<file path="src/scl_map.svh">
// register offsets, field positions and reset values for the serial loop block
`ifndef SCL_MAP_SVH
`define SCL_MAP_SVH
`define SCL_CMD_BITS 8
`define SCL_DEV_ADDR_HI 7
`define SCL_DEV_ADDR_LO 6
`define SCL_REG_ADDR_HI 5
`define SCL_REG_ADDR_LO 1
`define SCL_RW_BIT 0
`define SCL_LAST_PROTECTED 5'h07
`define SCL_KEY_ADDR 5'h1F
`define SCL_UNLOCK_KEY 8'hA5
`define SCL_RD_STATIC 2'h0
`define SCL_RD_GROUPS 2'h1
`define SCL_RD_TYPES 2'h2
`define SCL_RD_FULL 2'h3
`define SCL_RD_RESET 2'h2
`define SCL_WR_RESET 1'h1
`define SCL_DEV_ADDR_DEF 2'h1
`define SCL_WORD_BITS 24
`define SCL_PHASE_ADDR 5'h0A
`define SCL_GROUP_SIZE 5'h02
`define SCL_ADC_LAST 5'h02
`define SCL_MAP_LAST 5'h1F
`define SCL_CFG_FIRST 5'h08
`define SCL_CFG_LAST 5'h1F
`endif

</file>
<file path="src/scl_pkg.sv">
// types shared by the serial loop block
package scl_pkg;
  typedef enum logic [1:0] {
    SCL_IDLE,
    SCL_CMD,
    SCL_READ,
    SCL_WRITE
  } scl_state_t;
  typedef struct packed {
    logic [1:0] readLoop;
    logic writeLoop;
    logic readyTristate;
    logic [7:0] lockKey;
  } scl_cfg_t;
  typedef struct packed {
    logic [2:0] oversamplingRatioSel;
    logic [1:0] prescalerSel;
    logic externalClockSel;
    logic externalReferenceSel;
  } scl_adc_cfg_t;
  typedef struct packed {
    logic strobe;
    logic [4:0] addr;
    logic [23:0] data;
  } scl_wr_t;
endpackage

</file>
<file path="src/scl_serial_loop.sv">
// serial command loop, write guard, converter restart and ready pin driver
`timescale 1ns/1ps
`default_nettype none
`include "scl_map.svh"
// What this block does
// - one command byte opens a transfer; loop continues until chip select rises
// - pointer starts at command address, advances in set, wraps to set start
// - read selector picks static, groups, types or full-map looping
// - serial input bits after the command byte are ignored in reads
// - idle-low clock: output shows new word msb on ready falling edge
// - idle-high clock: output holds last word lsb after complete read
// - write selector picks static or types looping, types by default
// - serial output stays high impedance throughout a write transfer
// - writes to 0x00..0x07 do nothing and freeze the pointer
// - unless key is 0xA5 only address 0x1F is writable
// - phase writes or clock/ratio/reference changes restart active converters
// - restart clears converter data outputs and resumes without a command
// - ready pulse lasts half a modulator clock period at conversion end
// - first pulse after settling plus phase; then one per output-rate period
// - ready idles floating if tristate bit is 0, driven high if 1
// - ready pulses run regardless of chip select state
// - ready stays inactive while external reset is held low and the corruption flag is clear
// - configuration corruption flag holds ready low (driven) while it is asserted
// - command byte holds device address, register address, read/write bit
// - chip select rise aborts transfer and resets interface state
module scl_serial_loop #(
  parameter int WORD_BITS = `SCL_WORD_BITS,
  parameter logic [1:0] DEV_ADDR = `SCL_DEV_ADDR_DEF
) (
  input wire logic clk_sys,
  input wire logic rst_b,
  input wire logic csB,
  input wire logic sckRise,
  input wire logic sckFall,
  input wire logic sckIdleHigh,
  input wire logic serialIn,
  input wire logic [WORD_BITS-1:0] readWord,
  input wire scl_pkg::scl_cfg_t cfg,
  input wire scl_pkg::scl_adc_cfg_t adcCfg,
  input wire logic [2:0] convActive,
  input wire logic [2:0] convDone,
  input wire logic modulatorClockHalf,
  input wire logic crcCorrupt,
  output logic serialOut,
  output logic serialOutEn,
  output logic [4:0] regPointer,
  output scl_pkg::scl_wr_t writeReq,
  output logic [2:0] convRestart,
  output logic [2:0] clearConvData,
  output logic sampleReadyOut,
  output logic sampleReadyOutEn
);
  scl_pkg::scl_state_t state_q, state_d;
  logic [5:0] bitCnt_q, bitCnt_d;
  logic [WORD_BITS-1:0] shift_q, shift_d;
  logic [4:0] ptr_q, ptr_d;
  logic rw_q, rw_d;
  logic out_q, out_d;
  logic wordEnd;
  scl_pkg::scl_wr_t wr_q, wr_d;
  scl_pkg::scl_adc_cfg_t adcPrev_q;
  logic [2:0] restart_q, restart_d;
  logic readyLow_q, readyLow_d;
  logic readyFallSeen;
  // a refused device address must wait for a fresh chip select fall
  logic csPrev_q, csPrev_d;

  // set bounds per mode; the table mirrors the register map layout
  function automatic logic [4:0] set_first(input logic [1:0] mode,
                                          input logic [4:0] a);
    case (mode)
      `SCL_RD_GROUPS: set_first = (a <= `SCL_ADC_LAST) ? 5'h00 : `SCL_CFG_FIRST;
      `SCL_RD_TYPES: set_first = (a <= `SCL_ADC_LAST) ? 5'h00 : `SCL_CFG_FIRST;
      `SCL_RD_FULL: set_first = 5'h00;
      default: set_first = a;
    endcase
  endfunction

  function automatic logic [4:0] set_last(input logic [1:0] mode,
                                         input logic [4:0] a);
    case (mode)
      `SCL_RD_GROUPS: set_last = (a <= `SCL_ADC_LAST) ? `SCL_ADC_LAST
                                 : `SCL_CFG_LAST;
      `SCL_RD_TYPES: set_last = (a <= `SCL_ADC_LAST) ? `SCL_ADC_LAST
                                : `SCL_CFG_LAST;
      `SCL_RD_FULL: set_last = `SCL_MAP_LAST;
      default: set_last = a;
    endcase
  endfunction

  function automatic logic [4:0] advance(input logic [1:0] mode,
                                        input logic [4:0] a);
    if (mode == `SCL_RD_STATIC)
      advance = a;
    else if (a == set_last(mode, a))
      advance = set_first(mode, a);
    else
      advance = a + 5'h01;
  endfunction

  function automatic logic writable(input logic [4:0] a,
                                    input logic [7:0] key);
    if (a <= `SCL_LAST_PROTECTED)
      writable = 1'b0;
    else if (key != `SCL_UNLOCK_KEY)
      writable = (a == `SCL_KEY_ADDR);
    else
      writable = 1'b1;
  endfunction

  assign wordEnd = (bitCnt_q == 6'(WORD_BITS - 1)) && sckRise;
  // a slow host can miss the fall; the edge from the pulse driver suffices
  assign readyFallSeen = |convDone;

  always_comb begin
    state_d = state_q;
    bitCnt_d = bitCnt_q;
    shift_d = shift_q;
    ptr_d = ptr_q;
    rw_d = rw_q;
    out_d = out_q;
    wr_d = wr_q;
    wr_d.strobe = 1'b0;
    csPrev_d = csB;
    case (state_q)
      scl_pkg::SCL_IDLE: begin
        bitCnt_d = 6'h00;
        if (!csB && csPrev_q)
          state_d = scl_pkg::SCL_CMD;
      end
      scl_pkg::SCL_CMD: begin
        if (sckRise) begin
          shift_d = {shift_q[WORD_BITS-2:0], serialIn};
          bitCnt_d = bitCnt_q + 6'h01;
          if (bitCnt_q == 6'(`SCL_CMD_BITS - 1)) begin
            bitCnt_d = 6'h00;
            ptr_d = shift_q[4:0];
            rw_d = serialIn;
            if (shift_q[6:5] != DEV_ADDR)
              state_d = scl_pkg::SCL_IDLE;
            else if (serialIn) begin
              state_d = scl_pkg::SCL_READ;
              shift_d = readWord;
            end else
              state_d = scl_pkg::SCL_WRITE;
          end
        end
      end
      scl_pkg::SCL_READ: begin
        // serialIn is never sampled here
        if (sckFall) begin
          out_d = shift_q[WORD_BITS-1];
          shift_d = {shift_q[WORD_BITS-2:0], 1'b0};
        end
        if (wordEnd) begin
          bitCnt_d = 6'h00;
          ptr_d = advance(cfg.readLoop, ptr_q);
          shift_d = readWord;
          if (!sckIdleHigh)
            out_d = readWord[WORD_BITS-1];
        end else if (sckRise)
          bitCnt_d = bitCnt_q + 6'h01;
        // idle-high keeps the last lsb in out_q untouched
        if (!sckIdleHigh && readyFallSeen && bitCnt_q == 6'h00)
          out_d = readWord[WORD_BITS-1];
      end
      scl_pkg::SCL_WRITE: begin
        if (sckRise) begin
          shift_d = {shift_q[WORD_BITS-2:0], serialIn};
          bitCnt_d = bitCnt_q + 6'h01;
        end
        if (wordEnd) begin
          bitCnt_d = 6'h00;
          if (writable(ptr_q, cfg.lockKey)) begin
            wr_d.strobe = 1'b1;
            wr_d.addr = ptr_q;
            wr_d.data = {shift_q[WORD_BITS-2:0], serialIn};
            if (cfg.writeLoop)
              ptr_d = advance(`SCL_RD_TYPES, ptr_q);
          end // no advance on a refused write
        end
      end
      default: state_d = scl_pkg::SCL_IDLE;
    endcase
    if (csB) begin
      state_d = scl_pkg::SCL_IDLE;
      bitCnt_d = 6'h00;
    end
  end

  always_ff @(posedge clk_sys or negedge rst_b) begin
    if (!rst_b) begin
      state_q <= scl_pkg::SCL_IDLE;
      bitCnt_q <= 6'h00;
      shift_q <= '0;
      ptr_q <= 5'h00;
      rw_q <= 1'b0;
      out_q <= 1'b0;
      wr_q <= '0;
      csPrev_q <= 1'b1;
    end else begin
      state_q <= state_d;
      csPrev_q <= csPrev_d;
      bitCnt_q <= bitCnt_d;
      shift_q <= shift_d;
      ptr_q <= ptr_d;
      rw_q <= rw_d;
      out_q <= out_d;
      wr_q <= wr_d;
    end
  end

  // converter restart on phase write or clocking setting change
  always_comb begin
    restart_d = 3'h0;
    if ((wr_q.strobe && wr_q.addr == `SCL_PHASE_ADDR) ||
        adcCfg != adcPrev_q)
      restart_d = convActive;
  end

  always_ff @(posedge clk_sys or negedge rst_b) begin
    if (!rst_b) begin
      restart_q <= 3'h0;
      adcPrev_q <= '0;
    end else begin
      restart_q <= restart_d;
      adcPrev_q <= adcCfg;
    end
  end

  // ready pulse: low for the half modulator period after a conversion end;
  // pulse timing itself arrives from the output-rate logic on convDone
  always_comb begin
    readyLow_d = readyLow_q;
    if (|convDone)
      readyLow_d = 1'b1;
    else if (!modulatorClockHalf)
      readyLow_d = 1'b0;
  end

  always_ff @(posedge clk_sys or negedge rst_b) begin
    if (!rst_b)
      readyLow_q <= 1'b0;
    else
      readyLow_q <= readyLow_d;
  end

  assign serialOut = out_q;
  assign serialOutEn = (state_q == scl_pkg::SCL_READ) && !csB;
  assign regPointer = ptr_q;
  assign writeReq = wr_q;
  assign convRestart = restart_q;
  assign clearConvData = restart_q;
  assign sampleReadyOut = !(readyLow_q || crcCorrupt);
  assign sampleReadyOutEn = readyLow_q || crcCorrupt || cfg.readyTristate;
endmodule
`default_nettype wire

</file>
<file path="config.mk">
export PLATFORM = sky130hd
export DESIGN_NAME = scl_serial_loop
export DESIGN_NICKNAME = d
export VERILOG_FILES = /design/src/scl_pkg.sv /design/src/scl_serial_loop.sv
export VERILOG_INCLUDE_DIRS = /design/src
export SDC_FILE = /design/constraint.sdc
export NUM_CORES = 1
export LEC_CHECK = 0
export BUFFER_PORTS_ARGS = -buffer_cell sky130_fd_sc_hd__buf_2
export CAP_MARGIN = 5
export CORE_UTILIZATION = 48
export DETAILED_ROUTE_END_ITERATION = 12
export GPL_ROUTABILITY_DRIVEN = 0
export PLACE_DENSITY_LB_ADDON = 0.05
export SYNTH_ARGS = -nofsm -noshare
export SYNTH_HDL_FRONTEND = slang
export SYNTH_SLANG_ARGS = --single-unit
</file>
<file path="constraint.sdc">
create_clock -name clk_sys -period 2 [get_ports clk_sys]
set_input_delay 0 -clock clk_sys [delete_from_list [all_inputs] [get_ports clk_sys]]
set_output_delay 0 -clock clk_sys [all_outputs]
set_load 0.03 [all_outputs]
</file>
==> flow_metrics.py <==
metrics = {
    "sta": {
        "period_share_pct": 99.3,
        "finalCriticalPeriod_ns": 1.99,
        "max_clock_freq_mhz": 503,
        "setup_viol": 0,
        "hold_viol": 0,
        "maxSlewHeadroom_pct": 69.5,
        "hold-worst-slack_ns": 0.0349,
        "worst_pin_slew_ns": 0.455,
        "fin_ws_ns": 0.0134,
        "slew_viol_final": 0,
        "grt_setup_unrepaired": "true",
        "tns_ns": 0,
        "finClkSkew_ns": 0.0131,
    },
    "power": {
        "p_leak_nw": 2.58,
        "power_density_mw_per_mm2": 702,
        "p_sw_share_pct": 28.5,
        "worst_ir_drop_vdd_mv": 0.426,
        "p_sw_mw": 1.13,
        "pwr-share-comb_pct": 17.0,
        "seqPwrFrac_pct": 49.7,
        "p_int_mw": 2.82,
        "pwr-share-clk_pct": 33.3,
    },
    "yosys": {
        "yosys-top-cells-count": "dfrtp_1 (79), nor2_1 (36), a21oi_1 (28), mux2_2 (28), mux2i_1 (24)",
        "synth_edf_count": 0,
        "synthDistinctLibCells": 57,
        "yosys.area.top_type": "dfrtp_1",
        "ys_warn_count": 0,
        "netlist_area_sq_mm": 0.00395,
        "syn_area_per_cell_sq_um": 10.9,
        "syn_inst": 363,
        "yosys-top-cells-area": "dfrtp_1 (50%), mux2_2 (8.0%), mux2i_1 (6.1%)",
        "postSynth.asyncResetShare_pct": 100,
        "ys_seq_elements": 80,
        "synthesis.nets": 429,
        "yosysMostFrequentCell": "dfrtp_1",
        "ys_seq_area_share_pct": 50.8,
        "ys.flop_type": "dfrtp_1",
        "yosysTopAreaCellShare_pct": 50.1,
    },
    "floorplan": {
        "start_util_pct": 50.3,
        "pin_count": 103,
        "dieArea_sq_mm": 0.00859,
        "die_width_microns": 92.7,
        "die_height_microns": 92.7,
        "coreArea_sq_mm": 0.00785,
        "rows": 32,
    },
    "worst_hold_path": {
        "hold_class": "in -> reg",
        "worstHoldPathCells": 3,
    },
    "finish": {
        "final_layout_size_suffix_gt1_share_pct": 39.4,
        "fin_util_pct": 71.7,
        "syn_to_final_growth_pct": 42.5,
        "antenna_cells": 0,
        "regArea_sq_mm": 0.00201,
        "n_fill_cell": 608,
        "multiInputGateArea_sq_mm": 0.00199,
        "fin_cells": 638,
        "final_nets": 598,
    },
    "setup_path": {
        "ff2ff_path_depth": 8,
        "cp_max_fo": 8,
        "path_class": "reg -> reg",
        "path_cells": "ha_4, and3_4, ha_4, a21o_1, nand3_2, nor2_4, clkbuf_16, mux2_4",
        "worstPathRequired_ns": 2.23,
        "cp_num_cells": 8,
        "start_kind": "register",
        "crit_path_end_kind": "register",
        "cp.arrival_ns": 2.22,
        "slowest_delay_ns": 0.41,
        "cp.buffers_inverters": 1,
        "crit_family": "simple AND/OR/NAND/NOR gates",
        "path_common_cell": "ha_4",
        "slowest_stage": "dfrtp_2",
    },
    "clock_tree": {
        "cts_buffers": 9,
        "cts_tree": "built",
        "clock_path_buffers": 2,
        "cts_max_level": 3,
        "cts.reportedPaths.clkPinSlew_ns": 0.09,
        "clock-sinks": 80,
        "clock_latency_ns": 0.35,
        "cts-root-buf": "clkbuf_8",
    },
    "placement": {
        "dp_slack_ns": -0.0520,
        "io_buffers": 102,
        "place_hpwl_mm": 6.96,
        "post-place-cells": 578,
    },
    "drt": {
        "via_per_inst": 5.29,
        "dr.first_iter.drc_count": 121,
        "drcViolationCount": 0,
        "dr.pass1.iters": 4,
        "vias": 3376,
        "routedWlPerCell_microns": 16.3,
        "postRouteAntennaNets": 0,
        "drt-total-wl_mm": 10.4,
    },
    "grt": {
        "grt_start_max_net_pins": 52,
        "grtUsageTotal_pct": 24.7,
        "grt_pass1_wl_mm": 16.6,
        "grt_pass1_vias": 3508,
        "grt_overflow": 0,
        "antenna_found_initial": 0,
    },
    "run": {
        "max_cap_viol_count": 0,
    },
    "outcome": {
        "outcome": "complete, no violations",
    },
}
-- sequential cells by signal, indices dropped and copies added, names as in the netlist --
signal         flops
adcPrev_q          7
bitCnt_q           6
clearConvData      3
csPrev_q           1
readyLow_q         1
regPointer         5
serialOut          1
shift_q           24
state_q            2
writeReq          30
-- power by group through the flow --
stage / Combinational (mW) / Sequential [mW] / Clock, mW
after floorplan: 0.345 / 1.96 / 0
after global placement: 0.570 / 1.97 / 0
after detailed placement: 0.590 / 1.98 / 0
after CTS: 0.650 / 1.95 / 1.34
after global routing: 0.750 / 1.98 / 1.41
final: 0.669 / 1.96 / 1.32
-- through the flow --
| step | area [sq um] | total power [mW] |
|---|---|---|
| after detailed placement | 4760 | 2.57 |
| final | 5620 | 3.95 |
| after global placement | 4760 | 2.54 |
| after floorplan | 3950 | 2.30 |
| after global routing | 5620 | 4.14 |
| after CTS | 5380 | 3.94 |
-- path summary, 6_finish.rpt --
path                                             to  slack (ns)                 startpoint
hold reg to reg               serialOut$_DFFE_PN0P_        0.49      serialOut$_DFFE_PN0P_
setup / recovery           writeReq[10]$_DFFE_PN0P_        0.01  regPointer[1]$_DFFE_PN0P_
min in group asynchronous    state_q[0]$_DFFE_PN0P_        0.12                      rst_b
hold / removal              bitCnt_q[3]$_DFFE_PN0P_        0.03                    sckRise
max in group asynchronous    shift_q[6]$_DFFE_PN0P_        1.26                      rst_b
setup reg to reg           writeReq[10]$_DFFE_PN0P_        0.01  regPointer[1]$_DFFE_PN0P_
-- area by class of cell --
type                    count  area share (%)
well taps                 102            2.27
inverters                  15            1.00
clock buffers               9            2.20
clock inverters             6            1.65
repair buffers            176            21.8
multi-input cells         250            35.4
flip-flops and latches     80            35.7
-- cell usage in the layout, fill, tap and decap left out, drive strengths merged, types with 3 or more instances in the layout --
cell / Yosys / final
dlygate4sd3: 0 / 38
o2bb2ai: 3 / 3
nor3: 5 / 5
inv: 15 / 16
mux2: 28 / 28
a31oi: 4 / 4
o211ai: 7 / 7
nor2: 36 / 36
nand2: 18 / 18
nor2b: 3 / 3
nand3: 5 / 5
a211oi: 7 / 7
ha: 8 / 8
nand2b: 3 / 3
buf: 11 / 137
a21oi: 29 / 29
o21ai: 12 / 12
and2: 5 / 5
xnor2: 8 / 8
dfrtp: 79 / 79
mux2i: 24 / 24
nand4: 4 / 4
nor4bb: 4 / 4
o22ai: 3 / 3
clkbuf: 7 / 10
-- layer usage --
| layer | share of wire [%] | track usage [%] | vias up |
|---|---|---|---|
| li1 | - | - | 1646 |
| met3 | 5.2 | 4.52 | 15 |
| met1 | 44 | 31.7 | 1625 |
| met4 | 1.6 | 9.62 | 0 |
| met5 | 0 | 0 | - |
| met2 | 50 | 41.5 | 90 |
-- tightest hold or removal path, stage by stage --
cell and delay (ns):
buf_2 0.17, nand2_1 0.11, o22ai_1 0.07
-- logic make-up (layout without fill, tap and decap cells) --
kind of cell               after synthesis  in the layout  share of synthesized area (%)
and+or+nand+nor                         96             96                           12.7
adders and majority gates                8              8                           2.54
DFF                                     80             80                           50.8
buffers and inverters                   33            206                           4.06
AOI/OAI and AO/OA                       84             84                           13.7
muxes                                   52             52                           14.1
xor gates and xnor gates                10             10                           2.22
-- what timing repair did --
action / CTS / global route
pin swaps: 1 / 8
setup buffers: 0 / 6
hold buffers: 38 / 0
endpoints found under the setup margin: 17 / 37
gates resized for setup: 4 / 38
endpoints found under the hold margin: 118 / 0
gates cloned: 0 / 1
(Power assumes the default switching activity.)
